**config.mk**
```make
export PLATFORM = sky130hd
export DESIGN_NAME = pcr_top
export DESIGN_NICKNAME = d
export VERILOG_FILES = /design/src/common/pcr_pkg.sv /design/src/hdl/pcr_sync.sv /design/src/hdl/pcr_swclk.sv /design/src/hdl/pcr_top.sv
export SDC_FILE = /design/constraint.sdc
export NUM_CORES = 1
export LEC_CHECK = 0
export ABC_AREA = 1
export BUFFER_PORTS_ARGS = -buffer_cell sky130_fd_sc_hd__buf_4
export CORE_UTILIZATION = 50
export DETAILED_ROUTE_END_ITERATION = 7
export PLACE_DENSITY = 0.8
export SYNTH_ARGS = -nofsm -noshare
export SYNTH_HDL_FRONTEND = slang
export SYNTH_SLANG_ARGS = --single-unit
```
**constraint.sdc**
```tcl
create_clock -name aclk -period 4.9 [get_ports aclk]
set_input_delay 0.49 -clock aclk [delete_from_list [all_inputs] [get_ports aclk]]
set_output_delay 0.49 -clock aclk [all_outputs]
set_load 0.1 [all_outputs]
```
**src/common/pcr_pkg.sv**
```systemverilog
// package: constants, register map and types for power control and reset
// Overview of operation
// - codes 001b..111b select converter targets 1.2 V to 1.8 V, 0.1 V steps
// - scope bit 1: programmed level in transmit, fixed 1.4 V in receive
// - scope bit 0: programmed level used in receive and transmit
// - ratio enable 0: switching clock is digital clock divided by four
// - ratio enable 1: switching frequency is ratio word times clock over 2^15
// - digital clock equals crystal at 24-26 MHz, half crystal at 48-52 MHz
// - writable bypass bit picks high-performance or low-power regulator mode
// - power-up: reset held low a fixed pulse; registers return to default
// - same full reset pulse follows a shutdown pin step-down
// - internal reset level is visible on the first io pin
// - soft reset command performs only a partial reset
// - shutdown pin high asserts io disable signal
// - battery monitor may cut the amplifier; host enables or disables it
// - battery indicator offers four thresholds 2.1 V to 2.7 V in 0.2 V steps
package pcr_pkg;
  // byte addresses of the register words
  localparam logic [7:0] ADDR_SUPPLY_A = 8'h00;
  localparam logic [7:0] ADDR_SUPPLY_B = 8'h04;
  localparam logic [7:0] ADDR_RATIO_LO = 8'h08;
  localparam logic [7:0] ADDR_RATIO_HI = 8'h0C;
  localparam logic [7:0] ADDR_CONTROL = 8'h10;
  localparam logic [7:0] ADDR_STATUS = 8'h14;
  // supply_config_a_reg fields
  localparam int LVL_LSB = 0;
  localparam int LVL_W = 3;
  // supply_config_b_reg fields
  localparam int BYPASS_BIT = 1;
  localparam int SCOPE_BIT = 2;
  // switch_ratio_high_reg fields
  localparam int RATIO_EN_BIT = 7;
  localparam int RATIO_W = 15;
  // control register fields
  localparam int SOFT_RST_BIT = 0;
  localparam int BAT_PROT_BIT = 1;
  localparam int BAT_THR_LSB = 2;
  localparam int DIV2_BIT = 4;
  // reset values
  localparam logic [2:0] LVL_RST = 3'h3;
  localparam logic [14:0] RATIO_RST = 15'h07FC;
  localparam logic [2:0] LVL_FIXED_RX = 3'h3; // 1.4 V
  localparam logic [2:0] LVL_LOW = 3'h1; // 1.2 V
  // millivolt targets
  localparam logic [11:0] MV_BASE = 12'h4B0; // 1200 mV
  localparam logic [11:0] MV_STEP = 12'h064; // 100 mV
  localparam logic [11:0] BAT_MV_BASE = 12'h834; // 2100 mV
  localparam logic [11:0] BAT_MV_STEP = 12'h0C8; // 200 mV
  // timing: clock 10 MHz
  localparam int CLK_KHZ = 10000;
  localparam int RESET_US = 720; // 0.72 ms
  localparam int RESET_CYC = RESET_US * CLK_KHZ / 1000;
  localparam int DIV_FIXED = 4;
  localparam int SOFT_RST_CYC = 4;
  typedef enum logic [1:0] {
    PCR_ST_HOLD = 2'b00,
    PCR_ST_RUN = 2'b01,
    PCR_ST_SOFT = 2'b11
  } pcr_rst_e;
endpackage : pcr_pkg

```
**src/hdl/pcr_sync.sv**
```systemverilog
// two flip-flop synchroniser, one per bit
`timescale 1ns/100ps
`default_nettype none
module pcr_sync #(
  parameter int W = 1
) (
  // clock
  input wire logic aclk,
  input wire logic ce,
  // data
  input wire logic [W-1:0] d,
  output logic [W-1:0] q
);
  logic [W-1:0] s1_r;
  genvar i;
  generate
    for (i = 0; i < W; i++) begin : g_bit
      always_ff @(posedge aclk) begin
        if (ce) begin
          s1_r[i] <= d[i];
          q[i] <= s1_r[i];
        end
      end
    end
  endgenerate
endmodule : pcr_sync
`default_nettype wire

```
**src/hdl/pcr_swclk.sv**
```systemverilog
// converter switching clock: fixed divide or ratio accumulator
`timescale 1ns/100ps
`default_nettype none
module pcr_swclk #(
  parameter int RW = 15
) (
  // clock and reset
  input wire logic aclk,
  input wire logic aresetn,
  input wire logic ce,
  // control
  input wire logic ratio_en,
  input wire logic [RW-1:0] ratio,
  // output
  output logic sw_clk
);
  logic [1:0] div_r;
  logic [RW:0] acc_r;
  logic [RW:0] acc_nxt;
  assign acc_nxt = {1'b0, acc_r[RW-1:0]} + {1'b0, ratio};
  always_ff @(posedge aclk) begin
    if (!aresetn) begin
      div_r <= 2'h0;
      acc_r <= '0;
      sw_clk <= 1'b0;
    end else if (ce) begin
      div_r <= div_r + 2'h1;
      acc_r <= acc_nxt;
      if (ratio_en)
        sw_clk <= acc_r[RW-1];
      else
        sw_clk <= div_r[1];
    end
  end
endmodule : pcr_swclk
`default_nettype wire

```
**src/hdl/pcr_top.sv**
```systemverilog
// power control and reset block with AXI4-Lite register slave
//
// Decided for this implementation: the placing of the registers and register access over AXI4-Lite.
`timescale 1ns/100ps
`default_nettype none
module pcr_top #(
  parameter int RESET_CYCLES = pcr_pkg::RESET_CYC
) (
  // clock and reset
  input wire logic aclk,
  input wire logic aresetn,
  input wire logic ce,
  // pins
  input wire logic shutdown_pin,
  input wire logic battery_low,
  input wire logic tx_state,
  input wire logic rx_state,
  // axi write address
  input wire logic [7:0] s_axi_awaddr,
  input wire logic s_axi_awvalid,
  output logic s_axi_awready,
  // axi write data
  input wire logic [31:0] s_axi_wdata,
  input wire logic [3:0] s_axi_wstrb,
  input wire logic s_axi_wvalid,
  output logic s_axi_wready,
  // axi write response
  output logic [1:0] s_axi_bresp,
  output logic s_axi_bvalid,
  input wire logic s_axi_bready,
  // axi read
  input wire logic [7:0] s_axi_araddr,
  input wire logic s_axi_arvalid,
  output logic s_axi_arready,
  output logic [31:0] s_axi_rdata,
  output logic [1:0] s_axi_rresp,
  output logic s_axi_rvalid,
  input wire logic s_axi_rready,
  // power outputs
  output logic [2:0] converter_level_code,
  output logic [11:0] converter_mv,
  output logic converter_sw_clk,
  output logic regulator_bypass_bit,
  output logic high_perf_supply_mode,
  output logic low_power_supply_mode,
  output logic pa_enable,
  output logic [1:0] battery_thr_sel,
  output logic [11:0] battery_thr_mv,
  output logic dig_clk_div2,
  // reset outputs
  output logic internal_reset_n,
  output logic first_io_pin,
  output logic io_disable_signal,
  output logic soft_reset_out
);
  // ****************************************
  // input synchronisers
  // ****************************************
  logic [3:0] pins_s;
  pcr_sync #(.W(4)) u_sync (
    .aclk(aclk),
    .ce(ce),
    .d({shutdown_pin, battery_low, tx_state, rx_state}),
    .q(pins_s)
  );
  logic sdn_s, bat_s, tx_s, rx_s;
  assign sdn_s = pins_s[3];
  assign bat_s = pins_s[2];
  assign tx_s = pins_s[1];
  assign rx_s = pins_s[0];

  // ****************************************
  // reset sequencer
  // ****************************************
  pcr_pkg::pcr_rst_e st_r, st_nxt;
  logic [19:0] cnt_r, cnt_nxt;
  logic sdn_prev_r;
  logic sdn_fall;
  logic soft_cmd;
  logic full_rst; // registers return to defaults while this is high
  assign sdn_fall = sdn_prev_r & ~sdn_s;
  assign full_rst = (st_r == pcr_pkg::PCR_ST_HOLD);

  always_comb begin
    st_nxt = st_r;
    cnt_nxt = cnt_r;
    case (st_r)
      pcr_pkg::PCR_ST_HOLD: begin
        // shutdown high keeps the device in reset; fall restarts pulse
        if (sdn_s)
          cnt_nxt = '0;
        else if (cnt_r >= 20'(RESET_CYCLES - 1)) begin
          st_nxt = pcr_pkg::PCR_ST_RUN;
          cnt_nxt = '0;
        end else
          cnt_nxt = cnt_r + 20'h1;
      end
      pcr_pkg::PCR_ST_RUN: begin
        if (sdn_s || sdn_fall) begin
          st_nxt = pcr_pkg::PCR_ST_HOLD;
          cnt_nxt = '0;
        end else if (soft_cmd) begin
          st_nxt = pcr_pkg::PCR_ST_SOFT;
          cnt_nxt = '0;
        end
      end
      pcr_pkg::PCR_ST_SOFT: begin
        if (sdn_s) begin
          st_nxt = pcr_pkg::PCR_ST_HOLD;
          cnt_nxt = '0;
        end else if (cnt_r >= 20'(pcr_pkg::SOFT_RST_CYC - 1)) begin
          st_nxt = pcr_pkg::PCR_ST_RUN;
          cnt_nxt = '0;
        end else
          cnt_nxt = cnt_r + 20'h1;
      end
      default: begin
        st_nxt = pcr_pkg::PCR_ST_HOLD;
        cnt_nxt = '0;
      end
    endcase
  end

  always_ff @(posedge aclk) begin
    if (!aresetn) begin
      st_r <= pcr_pkg::PCR_ST_HOLD;
      cnt_r <= '0;
      sdn_prev_r <= 1'b0;
    end else if (ce) begin
      st_r <= st_nxt;
      cnt_r <= cnt_nxt;
      sdn_prev_r <= sdn_s;
    end
  end

  // ****************************************
  // registers
  // ****************************************
  logic [2:0] lvl_r;
  logic bypass_r, scope_r, ratio_en_r, bat_prot_r, div2_r;
  logic [14:0] ratio_r;
  logic [1:0] bat_thr_r;
  logic aw_hold_r, w_hold_r;
  logic [7:0] awaddr_r;
  logic [31:0] wdata_r;
  logic [3:0] wstrb_r;
  logic do_write;
  logic [7:0] wa;
  logic [31:0] wd;
  logic [3:0] ws;
  logic aw_take, w_take;
  assign aw_take = s_axi_awvalid & s_axi_awready;
  assign w_take = s_axi_wvalid & s_axi_wready;
  assign wa = aw_hold_r ? awaddr_r : s_axi_awaddr;
  assign wd = w_hold_r ? wdata_r : s_axi_wdata;
  assign ws = w_hold_r ? wstrb_r : s_axi_wstrb;
  assign do_write = (aw_hold_r | aw_take) & (w_hold_r | w_take) &
                    ~s_axi_bvalid;
  logic wr_ok;
  assign wr_ok = (wa == pcr_pkg::ADDR_SUPPLY_A) |
                 (wa == pcr_pkg::ADDR_SUPPLY_B) |
                 (wa == pcr_pkg::ADDR_RATIO_LO) |
                 (wa == pcr_pkg::ADDR_RATIO_HI) |
                 (wa == pcr_pkg::ADDR_CONTROL) |
                 (wa == pcr_pkg::ADDR_STATUS);
  logic wr_a, wr_b, wr_lo, wr_hi, wr_c;
  assign wr_a = do_write & ws[0] & (wa == pcr_pkg::ADDR_SUPPLY_A);
  assign wr_b = do_write & ws[0] & (wa == pcr_pkg::ADDR_SUPPLY_B);
  assign wr_lo = do_write & ws[0] & (wa == pcr_pkg::ADDR_RATIO_LO);
  assign wr_hi = do_write & ws[0] & (wa == pcr_pkg::ADDR_RATIO_HI);
  assign wr_c = do_write & ws[0] & (wa == pcr_pkg::ADDR_CONTROL);
  // soft reset bit is self clearing: a write of one starts the sequence
  assign soft_cmd = wr_c & wd[pcr_pkg::SOFT_RST_BIT];
  logic soft_act;
  assign soft_act = (st_r == pcr_pkg::PCR_ST_SOFT);

  always_ff @(posedge aclk) begin
    if (!aresetn || full_rst) begin
      lvl_r <= pcr_pkg::LVL_RST;
      bypass_r <= 1'b0;
      scope_r <= 1'b0;
      ratio_en_r <= 1'b1;
      ratio_r <= pcr_pkg::RATIO_RST;
      bat_prot_r <= 1'b0;
      bat_thr_r <= 2'h0;
      div2_r <= 1'b0;
    end else if (ce) begin
      if (wr_a)
        lvl_r <= wd[pcr_pkg::LVL_LSB +: pcr_pkg::LVL_W];
      if (wr_b) begin
        bypass_r <= wd[pcr_pkg::BYPASS_BIT];
        scope_r <= wd[pcr_pkg::SCOPE_BIT];
      end
      if (wr_lo)
        ratio_r[7:0] <= wd[7:0];
      if (wr_hi) begin
        ratio_r[14:8] <= wd[6:0];
        ratio_en_r <= wd[pcr_pkg::RATIO_EN_BIT];
      end
      if (wr_c) begin
        bat_prot_r <= wd[pcr_pkg::BAT_PROT_BIT];
        bat_thr_r <= wd[pcr_pkg::BAT_THR_LSB +: 2];
        div2_r <= wd[pcr_pkg::DIV2_BIT];
      end
    end
  end

  // ****************************************
  // axi write channel
  // ****************************************
  always_ff @(posedge aclk) begin
    if (!aresetn) begin
      aw_hold_r <= 1'b0;
      w_hold_r <= 1'b0;
      awaddr_r <= 8'h00;
      wdata_r <= 32'h0000_0000;
      wstrb_r <= 4'h0;
      s_axi_bvalid <= 1'b0;
      s_axi_bresp <= 2'h0;
    end else if (ce) begin
      if (do_write) begin
        aw_hold_r <= 1'b0;
        w_hold_r <= 1'b0;
        s_axi_bvalid <= 1'b1;
        s_axi_bresp <= wr_ok ? 2'h0 : 2'h2;
      end else begin
        if (aw_take) begin
          aw_hold_r <= 1'b1;
          awaddr_r <= s_axi_awaddr;
        end
        if (w_take) begin
          w_hold_r <= 1'b1;
          wdata_r <= s_axi_wdata;
          wstrb_r <= s_axi_wstrb;
        end
        if (s_axi_bvalid && s_axi_bready)
          s_axi_bvalid <= 1'b0;
      end
    end
  end
  always_ff @(posedge aclk) begin
    if (!aresetn) begin
      s_axi_awready <= 1'b0;
      s_axi_wready <= 1'b0;
    end else if (ce) begin
      s_axi_awready <= ~aw_hold_r & ~aw_take & ~s_axi_bvalid & ~do_write;
      s_axi_wready <= ~w_hold_r & ~w_take & ~s_axi_bvalid & ~do_write;
    end
  end

  // ****************************************
  // axi read channel
  // ****************************************
  logic [31:0] rd_mux;
  logic rd_ok;
  logic [31:0] status_word;
  assign status_word = {26'h0, soft_act, pa_enable, bat_s, sdn_s,
                        regulator_bypass_bit, internal_reset_n};
  always_comb begin
    rd_ok = 1'b1;
    case (s_axi_araddr)
      pcr_pkg::ADDR_SUPPLY_A: rd_mux = {29'h0, lvl_r};
      pcr_pkg::ADDR_SUPPLY_B: rd_mux = {29'h0, scope_r, bypass_r, 1'b0};
      pcr_pkg::ADDR_RATIO_LO: rd_mux = {24'h0, ratio_r[7:0]};
      pcr_pkg::ADDR_RATIO_HI: rd_mux = {24'h0, ratio_en_r, ratio_r[14:8]};
      pcr_pkg::ADDR_CONTROL:
        rd_mux = {27'h0, div2_r, bat_thr_r, bat_prot_r, 1'b0};
      pcr_pkg::ADDR_STATUS: rd_mux = status_word;
      default: begin
        rd_mux = 32'h0000_0000;
        rd_ok = 1'b0;
      end
    endcase
  end
  always_ff @(posedge aclk) begin
    if (!aresetn) begin
      s_axi_arready <= 1'b0;
      s_axi_rvalid <= 1'b0;
      s_axi_rdata <= 32'h0000_0000;
      s_axi_rresp <= 2'h0;
    end else if (ce) begin
      s_axi_arready <= ~s_axi_rvalid & ~(s_axi_arvalid & s_axi_arready);
      if (s_axi_arvalid && s_axi_arready) begin
        s_axi_rvalid <= 1'b1;
        s_axi_rdata <= rd_mux;
        s_axi_rresp <= rd_ok ? 2'h0 : 2'h2;
      end else if (s_axi_rvalid && s_axi_rready)
        s_axi_rvalid <= 1'b0;
    end
  end

  // ****************************************
  // converter level and supply mode
  // ****************************************
  logic [2:0] lvl_eff;
  // receive with scope set forces 1.4 V, transmit uses programmed code
  assign lvl_eff = (scope_r && rx_s && !tx_s) ? pcr_pkg::LVL_FIXED_RX
                   : lvl_r;
  logic [11:0] mv_eff;
  // code 000b is left undecoded and reads as the 1.1 V extrapolation
  assign mv_eff = 12'(pcr_pkg::MV_BASE + pcr_pkg::MV_STEP * 12'(lvl_eff)
                  - pcr_pkg::MV_STEP);
  logic [11:0] bat_mv;
  assign bat_mv = 12'(pcr_pkg::BAT_MV_BASE +
                  pcr_pkg::BAT_MV_STEP * 12'(bat_thr_r));

  logic sw_clk_w;
  pcr_swclk #(.RW(pcr_pkg::RATIO_W)) u_swclk (
    .aclk(aclk),
    .aresetn(aresetn & ~full_rst),
    .ce(ce),
    .ratio_en(ratio_en_r),
    .ratio(ratio_r),
    .sw_clk(sw_clk_w)
  );

  always_ff @(posedge aclk) begin
    if (!aresetn) begin
      converter_level_code <= pcr_pkg::LVL_RST;
      converter_mv <= 12'h000;
      converter_sw_clk <= 1'b0;
      regulator_bypass_bit <= 1'b0;
      high_perf_supply_mode <= 1'b1;
      low_power_supply_mode <= 1'b0;
      pa_enable <= 1'b0;
      battery_thr_sel <= 2'h0;
      battery_thr_mv <= 12'h000;
      dig_clk_div2 <= 1'b0;
      internal_reset_n <= 1'b0;
      first_io_pin <= 1'b0;
      io_disable_signal <= 1'b0;
      soft_reset_out <= 1'b0;
    end else if (ce) begin
      converter_level_code <= lvl_eff;
      converter_mv <= mv_eff;
      converter_sw_clk <= sw_clk_w;
      regulator_bypass_bit <= bypass_r;
      high_perf_supply_mode <= ~bypass_r;
      low_power_supply_mode <= bypass_r;
      // protection only cuts the amplifier when enabled by the host
      pa_enable <= tx_s & ~(bat_prot_r & bat_s);
      battery_thr_sel <= bat_thr_r;
      battery_thr_mv <= bat_mv;
      dig_clk_div2 <= div2_r;
      internal_reset_n <= ~full_rst;
      first_io_pin <= ~full_rst;
      io_disable_signal <= sdn_s;
      soft_reset_out <= soft_act;
    end
  end
endmodule : pcr_top
`default_nettype wire

```
==> reports/metrics.cfg, run 1 <==
[synth]
synthCells=1010
yosysSeqAreaShare_pct=39.13
syn_area_per_cell_um2=7.143
synth_edf_count=8
synth_cell_types=47
yosysTopAreaCell=dfxtp_1
ys.flop_type=dfxtp_1
ys_ff_latch=137
yosys.area.top_type_share_pct=35.80
synth.area.top_cells=dfxtp_1 36%, nand2_1 9.7%, nor2_1 7.7%, o21ai_0 5.9%, inv_1 5.8%
netlist_area_um2=7214
async_flop_share_pct=0
yosys_warnings=0

[floorplanning]
start_util_pct=51.57
core-area_um2=13990
dieWidth_um=122.1
num_io_pins=144
die_h_um=122.1
rows=43
fp.dieArea_um2=14910

[global_routing]
grt_antenna_before_repair=0
grt_pass1_vias=5876
grt_pass1_wl_mm=27.70
grt_max_degree=51
overflow=0
grtUsageTotal_pct=23.54

[hold_path]
worstHoldPathCells=1
hp-class=in2reg

[detailed_routing]
antenna_left=0
drt_iter0_markers=480
viasPerCell=5.145
first_pass_iters=5
highest_layer=met4
wl_met3_mm=1.108
dr_wl_met2_mm=7.577
wire_per_inst_um=13.17
wl_met1_mm=7.886
dr_total_vias=6550
wl_mm=16.76
drc=0

[pwr]
p_leak_nw=3.924
seq_power_share_pct=41.4
switching_share_pct=29.07
power_density_nw_per_um2=338.2
intPower_mw=2.011
power.total_mw=2.835
peakVddDrop_v=0.0002702
clockPowerShare_pct=44.7
p_switching_uw=824.1
p_comb_share_pct=13.9

[run_status]
outcome=finished clean

[clock_tree]
cts_resized=0
clock_path_buffers=2
cts_tree=built
cts_setup_buffers=0
cts_buffers=17
cts_root_buffer=clkbuf_16
cts_hold_buf=0
htree_levels=4
clk_pin_slew_ns=0.06
clk_latency_ns=0.42
cts_sinks=137

[layout]
nets=1177
final_area_um2=8383
drive_gt1_share_pct=14.55
synthToLayoutAreaGrowth_pct=16.20
antenna_cells=0

[sta]
finalClockSkew_ns=0.006784
fmax_ghz=0.3688
finalCriticalPeriod_ns=2.711
setup_tns_ns=0
worstMarginPinSlew_ns=1.091
hold_viol=0
rsz0062_at_grt=false
finalCritPeriodShare_pct=55.33
setup_slack_ns=2.189
finalSetupViolations=0
slew_headroom_pct=27.17
maxSlewViolCount=0

[setup_path]
startpoint_type=input pin
worstPathArrival_ns=2.99
critPathRequiredTime_ns=5.18
path_class=in2reg
worstRegToRegCells=14
crit_fanout=50
end_kind=flip-flop

[placed_design]
port_buffers=86
dpl-instance-area_um2=7794
gp_congestion=0.8830
dp_slack_ns=1.744
dp_hpwl_mm=11.86

[run]
max-cap-violations=0

[placed cells by master, fill, tap and decap left out, types with 17 or more instances in the layout]
cell       instances
ha_1              32
nor2_1           148
buf_4             89
inv_1            112
dfxtp_1          129
a21oi_1           79
nand3_1           59
o21ai_0           85
nand2_1          187
conb_1            30
clkbuf_16         17
[layout make-up]
type / instances / area (um2)
repair buffers: 89 / 668.1
inverters: 117 / 439.2
multi-input cells: 718 / 3638
clock inverters: 12 / 122.6
well taps: 180 / 225.2
clock buffers: 20 / 466.7
flip-flops and latches: 137 / 2823
fillers: 1293 / 5605
[metrics by stage]
stage | utilization, % | hold WS [ns] | cells
6_report | 59.93 | 0.2434 | 1273
3_5_place_dp | 55.72 | 0.4074 | 1241
2_1_floorplan | - | 0.4003 | 1039
5_1_grt | 59.93 | 0.2327 | 1273
3_3_place_gp | 55.72 | 0.4031 | 1241
4_1_cts | 59.93 | 0.2332 | 1273
[path summary, 6_finish.rpt]
check | start | end | slack (ns)
setup / recovery | aresetn | ratio_r[10]$_SDFFE_PN1P_ | 2.19
hold / removal | rx_state | u_sync.s1_r[0]$_DFFE_PP_ | 0.24
setup reg to reg | u_sync.q[1]$_DFFE_PP_ | converter_mv[9]$_SDFFE_PN0P_ | 2.46
hold reg to reg | u_sync.s1_r[1]$_DFFE_PP_ | u_sync.q[1]$_DFFE_PP_ | 0.43
[synth_stat cells (all sizes together) (2+ instances only)]
library cell / instances
o21a: 2
buf: 44
nor3: 9
nor2: 154
o22ai: 4
inv: 116
nand3: 60
nand2: 197
o211ai: 14
a211oi: 3
xnor2: 3
nand4: 10
a31oi: 4
or2: 8
edfxtp: 8
mux2i: 2
ha: 32
o21ai: 91
a21o: 2
dfxtp: 129
o21bai: 2
clkbuf: 23
a21oi: 81
xor2: 5
[logic make-up (layout without fill, tap and decap cells)]
family	after synthesis	count (layout)	synth area share (%)
AOI/OAI and AO/OA	206	206	15.75
adders and majority gates	33	33	5.827
DFF	137	137	39.13
other	1	30	0.05198
and+or+nand+nor	439	439	26.05
buffers and inverters	184	238	11.95
muxes	2	2	0.2775
xor gates and xnor gates	8	8	0.9712
[per-layer routing]
layer  vias up  GRT usage [%]
met2       195          37.43
met5         -              0
li1       3357              -
met1      2980          32.00
met3        18          5.103
met4         0          6.707
[registers in the layout, indices dropped and copies added, names as in the netlist, 7 cells and up]
register / flops
ratio_r: 15
u_swclk.acc_r: 15
wdata_r: 8
s_axi_rdata: 8
awaddr_r: 8
cnt_r: 20
battery_thr_mv: 7
converter_mv: 10
[power groups by stage]
| stage | logic (mW) | registers, mW | clock network [mW] |
|---|---|---|---|
| after floorplan | 0.234 | 1.30 | 0 |
| after global placement | 0.391 | 1.20 | 0 |
| after detailed placement | 0.394 | 1.20 | 0 |
| after CTS | 0.395 | 1.17 | 1.28 |
| after global routing | 0.418 | 1.18 | 1.33 |
| final | 0.395 | 1.17 | 1.27 |
[worst max-delay path, cell delays in order]
cell and delay (ns):
buf_4 0.40, inv_1 0.61, nor2_2 0.22, buf_4 0.31, clkinv_1 0.54, a21oi_1 0.29, o21ai_1 0.09
No activity file was read; power rests on OpenSTA's default activity.
==> run 2, diff against run 1 <==
--- a/config.mk
+++ b/config.mk
@@ -5,11 +5,11 @@
 export SDC_FILE = /design/constraint.sdc
 export NUM_CORES = 1
 export LEC_CHECK = 0
-export ABC_AREA = 1
+export ABC_AREA = 0
 export BUFFER_PORTS_ARGS = -buffer_cell sky130_fd_sc_hd__buf_4
 export CORE_UTILIZATION = 50
 export DETAILED_ROUTE_END_ITERATION = 7
-export PLACE_DENSITY = 0.8
+export PLACE_DENSITY = 0.83
 export SYNTH_ARGS = -nofsm -noshare
 export SYNTH_HDL_FRONTEND = slang
 export SYNTH_SLANG_ARGS = --single-unit
==> constraint.sdc (replaced) <==
create_clock -name aclk -period 2.26 [get_ports aclk]
set_input_delay 0.226 -clock aclk [delete_from_list [all_inputs] [get_ports aclk]]
set_output_delay 0.226 -clock aclk [all_outputs]
set_load 0.1 [all_outputs]
==> run 2 against run 1 <==
  * Via count shrank 3.0%
  * Utilization grew 4.3 points
  * Clock skew grew 0.00056 ns
  * Final area grew 5.9%
  * Critical path depth grew 2
  * Routed wire length grew 10%
  * Combinational power grew 98%
  * Clock-buffer cell count grew 3
  * Sequential cell count is the same
  * Worst hold slack lost 0.19 ns
  * Synthesized cell count shrank 20%
  * Critical path type is now reg2reg
  * Largest cell class unchanged
==> reports/metrics.cfg, run 2 <==
[layout]
fillers=1103  ; -15%
layout_commonest_cell=buf_4
nets=1021  ; -13%
drive_gt1_share_pct=24.04  ; +9.5 points
largest_register_ffs=20  ; unchanged
top_register=cnt_r
reg.largest.list=cnt_r (20), ratio_r (15), u_swclk.acc_r (15)
synthToLayoutAreaGrowth_pct=25.46
multiInputGateArea_um2=4010  ; +10%
final_cell_mix=134 x buf_4, 123 x dfxtp_1, 104 x nor2_1, 64 x mux2i_1, 59 x nand2_1
ff_latch_area_um2=2838  ; +0.53%
antenna_cells=0  ; unchanged

[global_routing]
grt_pass1_wl_mm=29.50  ; +6.5%
grt_antenna_before_repair=0  ; unchanged
grt_max_degree=72  ; +41%
overflow=0  ; unchanged
grtUsageTotal_pct=25.86  ; +2.3 points
grt_pass1_vias=6038  ; +2.8%

[sta]
finalSetupViolations=0  ; unchanged
rsz0062_at_grt=true
finalCriticalPeriod_ns=2.207
finalCritPeriodShare_pct=97.64
hold_viol=0  ; unchanged
finalClockSkew_ns=0.007340  ; +0.0005557 ns
setup_tns_ns=0  ; unchanged
whs_ns=0.04869  ; -0.1947 ns
maxSlewViolCount=0  ; unchanged
fmax_ghz=0.4532

[pwr]
power_density_nw_per_um2=680.0  ; +100%
p_leak_nw=3.856  ; -1.7%
peakVddDrop_v=0.0005025  ; +86%
power.total_mw=6.037  ; +110%

[detailed_routing]
wl_mm=18.44  ; +10%
drc=0  ; unchanged
first_pass_iters=5  ; unchanged
dr_total_vias=6355  ; -3.0%
viasPerCell=5.694  ; +11%
antenna_left=0  ; unchanged
drt_iter0_markers=520  ; +8.3%
wire_per_inst_um=16.52  ; +25%

[synth]
ys_ff_latch=137  ; unchanged
netlist_area_um2=7076  ; -1.9%
synth.area.top_cells=dfxtp_1 36%, mux2i_1 9.1%, ha_1 5.7%, nor2_1 5.5%, buf_4 3.8%
yosysMostFrequentCell=dfxtp_1
yosys.area.top_type_share_pct=36.50  ; +0.70 points
ys.flop_type=dfxtp_1
syn_area_per_cell_um2=8.789  ; +23%
yosysSeqAreaShare_pct=39.89  ; +0.77 points
yosys-top-cells-count=129 x dfxtp_1, 104 x nor2_1, 64 x mux2i_1
yosysTopAreaCell=dfxtp_1
yosys_warnings=0  ; unchanged
synth_cell_types=72  ; +53%
synth_edf_count=8  ; unchanged
async_flop_share_pct=0  ; unchanged
synthCells=805  ; -20%

[floorplanning]
rows=43  ; unchanged
die_h_um=121.0  ; -0.95%
dieWidth_um=121.0  ; -0.95%
start_util_pct=51.17  ; -0.40 points
core-area_um2=13830  ; -1.2%
num_io_pins=144  ; unchanged
fp.dieArea_um2=14630  ; -1.9%

[clock_tree]
cts_sinks=137  ; unchanged
cts_tree=built
cts_root_buffer=clkbuf_16
clk_latency_ns=0.42  ; about the same
cts_buffers=17  ; unchanged
clock_path_buffers=2  ; unchanged
htree_levels=4  ; unchanged
clk_pin_slew_ns=0.06  ; about the same

[run]
max-cap-violations=0  ; unchanged

[placed_design]
port_buffers=86  ; unchanged
dp_hpwl_mm=12.57  ; +6.0%
gp_congestion=0.8716  ; -1.3%

[setup_path]
crit_fanout=3  ; -94%
critPathRequiredTime_ns=2.57  ; -2.61 ns
end_kind=flip-flop
worstPathArrival_ns=2.52  ; -0.47 ns
path_class=reg2reg
worstRegToRegCells=9  ; -5
startpoint_type=flip-flop

[hold_path]
hp-class=in2reg
worstHoldPathCells=3  ; +2

[run_status]
outcome=finished clean

[run 2: report_power, final]
group | switching (mW) | leakage (nW) | internal (mW)
registers | 0.0355 | 1.13 | 2.48
logic | 0.598 | 2.44 | 0.186
clock network | 1.00 | 0.288 | 1.73
[run 2: routing by layer]
layer  vias to the layer above  GRT usage, %  part of all wire, %
li1                       3056             -                    -
met1                      2998         32.16                   43
met2                       248         41.32                   46
met3                        53         6.438                  7.7
met4                         0         13.04                  3.4
met5                         -         1.838                    0
[run 2: per-stage QoR]
stage	util [%]	cell area, um2	cells	setup slack, ns
floorplan	-	7242	834	0.01519
global placement	58.49	8088	1077	0.006419
detailed placement	58.49	8088	1077	-0.07631
CTS	63.34	8758	1114	0.005465
global route	64.20	8877	1116	-0.03361
finish	64.20	8877	1116	0.05328
[run 2: what timing repair did]
item | 4_1_cts | 5_1_grt
hold buffers | 4 | 0
pin swaps | 1 | 4
buffers inserted | 2 | 2
endpoints found under the setup margin | 12 | 37
gates resized for setup | 11 | 26
hold endpoints to repair | 4 | 0
[run 2: final timing paths]
| check | from | endpoint | slack [ns] |
|---|---|---|---|
| worst max-delay path | u_sync.q[1]$_DFFE_PP_ | converter_mv[10]$_SDFFE_PN0P_ | 0.05 |
| worst min-delay path | s_axi_wdata[3] | wdata_r[3]$_SDFFE_PN0P_ | 0.05 |
| worst min register to register | u_sync.s1_r[0]$_DFFE_PP_ | u_sync.q[0]$_DFFE_PP_ | 0.42 |
| worst max register to register | u_sync.q[1]$_DFFE_PP_ | converter_mv[10]$_SDFFE_PN0P_ | 0.05 |
[run 2: layout make-up]
| cell class | instances | share of cell area (%) |
|---|---|---|
| inverter | 28 | 1.184 |
| clock inverter | 8 | 1.043 |
| clock buffer | 23 | 5.511 |
| sequential | 137 | 31.97 |
| timing repair buffer | 142 | 12.59 |
| tap | 180 | 2.537 |
| multi-input combinational | 598 | 45.17 |
[run 2: kinds of logic (layout without fill, tap and decap cells)]
group | count (synthesis) | after routing | share of synthesized area [%]
AOI/OAI and AO/OA | 153 | 153 | 13.93
xor gates and xnor gates | 11 | 11 | 1.362
adders and majority gates | 33 | 33 | 5.942
buffers and inverters | 99 | 201 | 7.321
DFF | 137 | 137 | 39.89
muxes | 74 | 74 | 10.96
other | 1 | 30 | 0.05300
and+or+nand+nor | 297 | 297 | 20.53
[run 2: worst max-delay path, cell delays in order, from the launching register on]
cell	delay, ns
edfxtp_1	0.38
nand3b_1	0.22
nor2b_4	0.17
inv_2	0.09
ha_4	0.21
ha_4	0.16
ha_4	0.28
nand2_4	0.05
or3_4	0.33
o221a_4	0.21
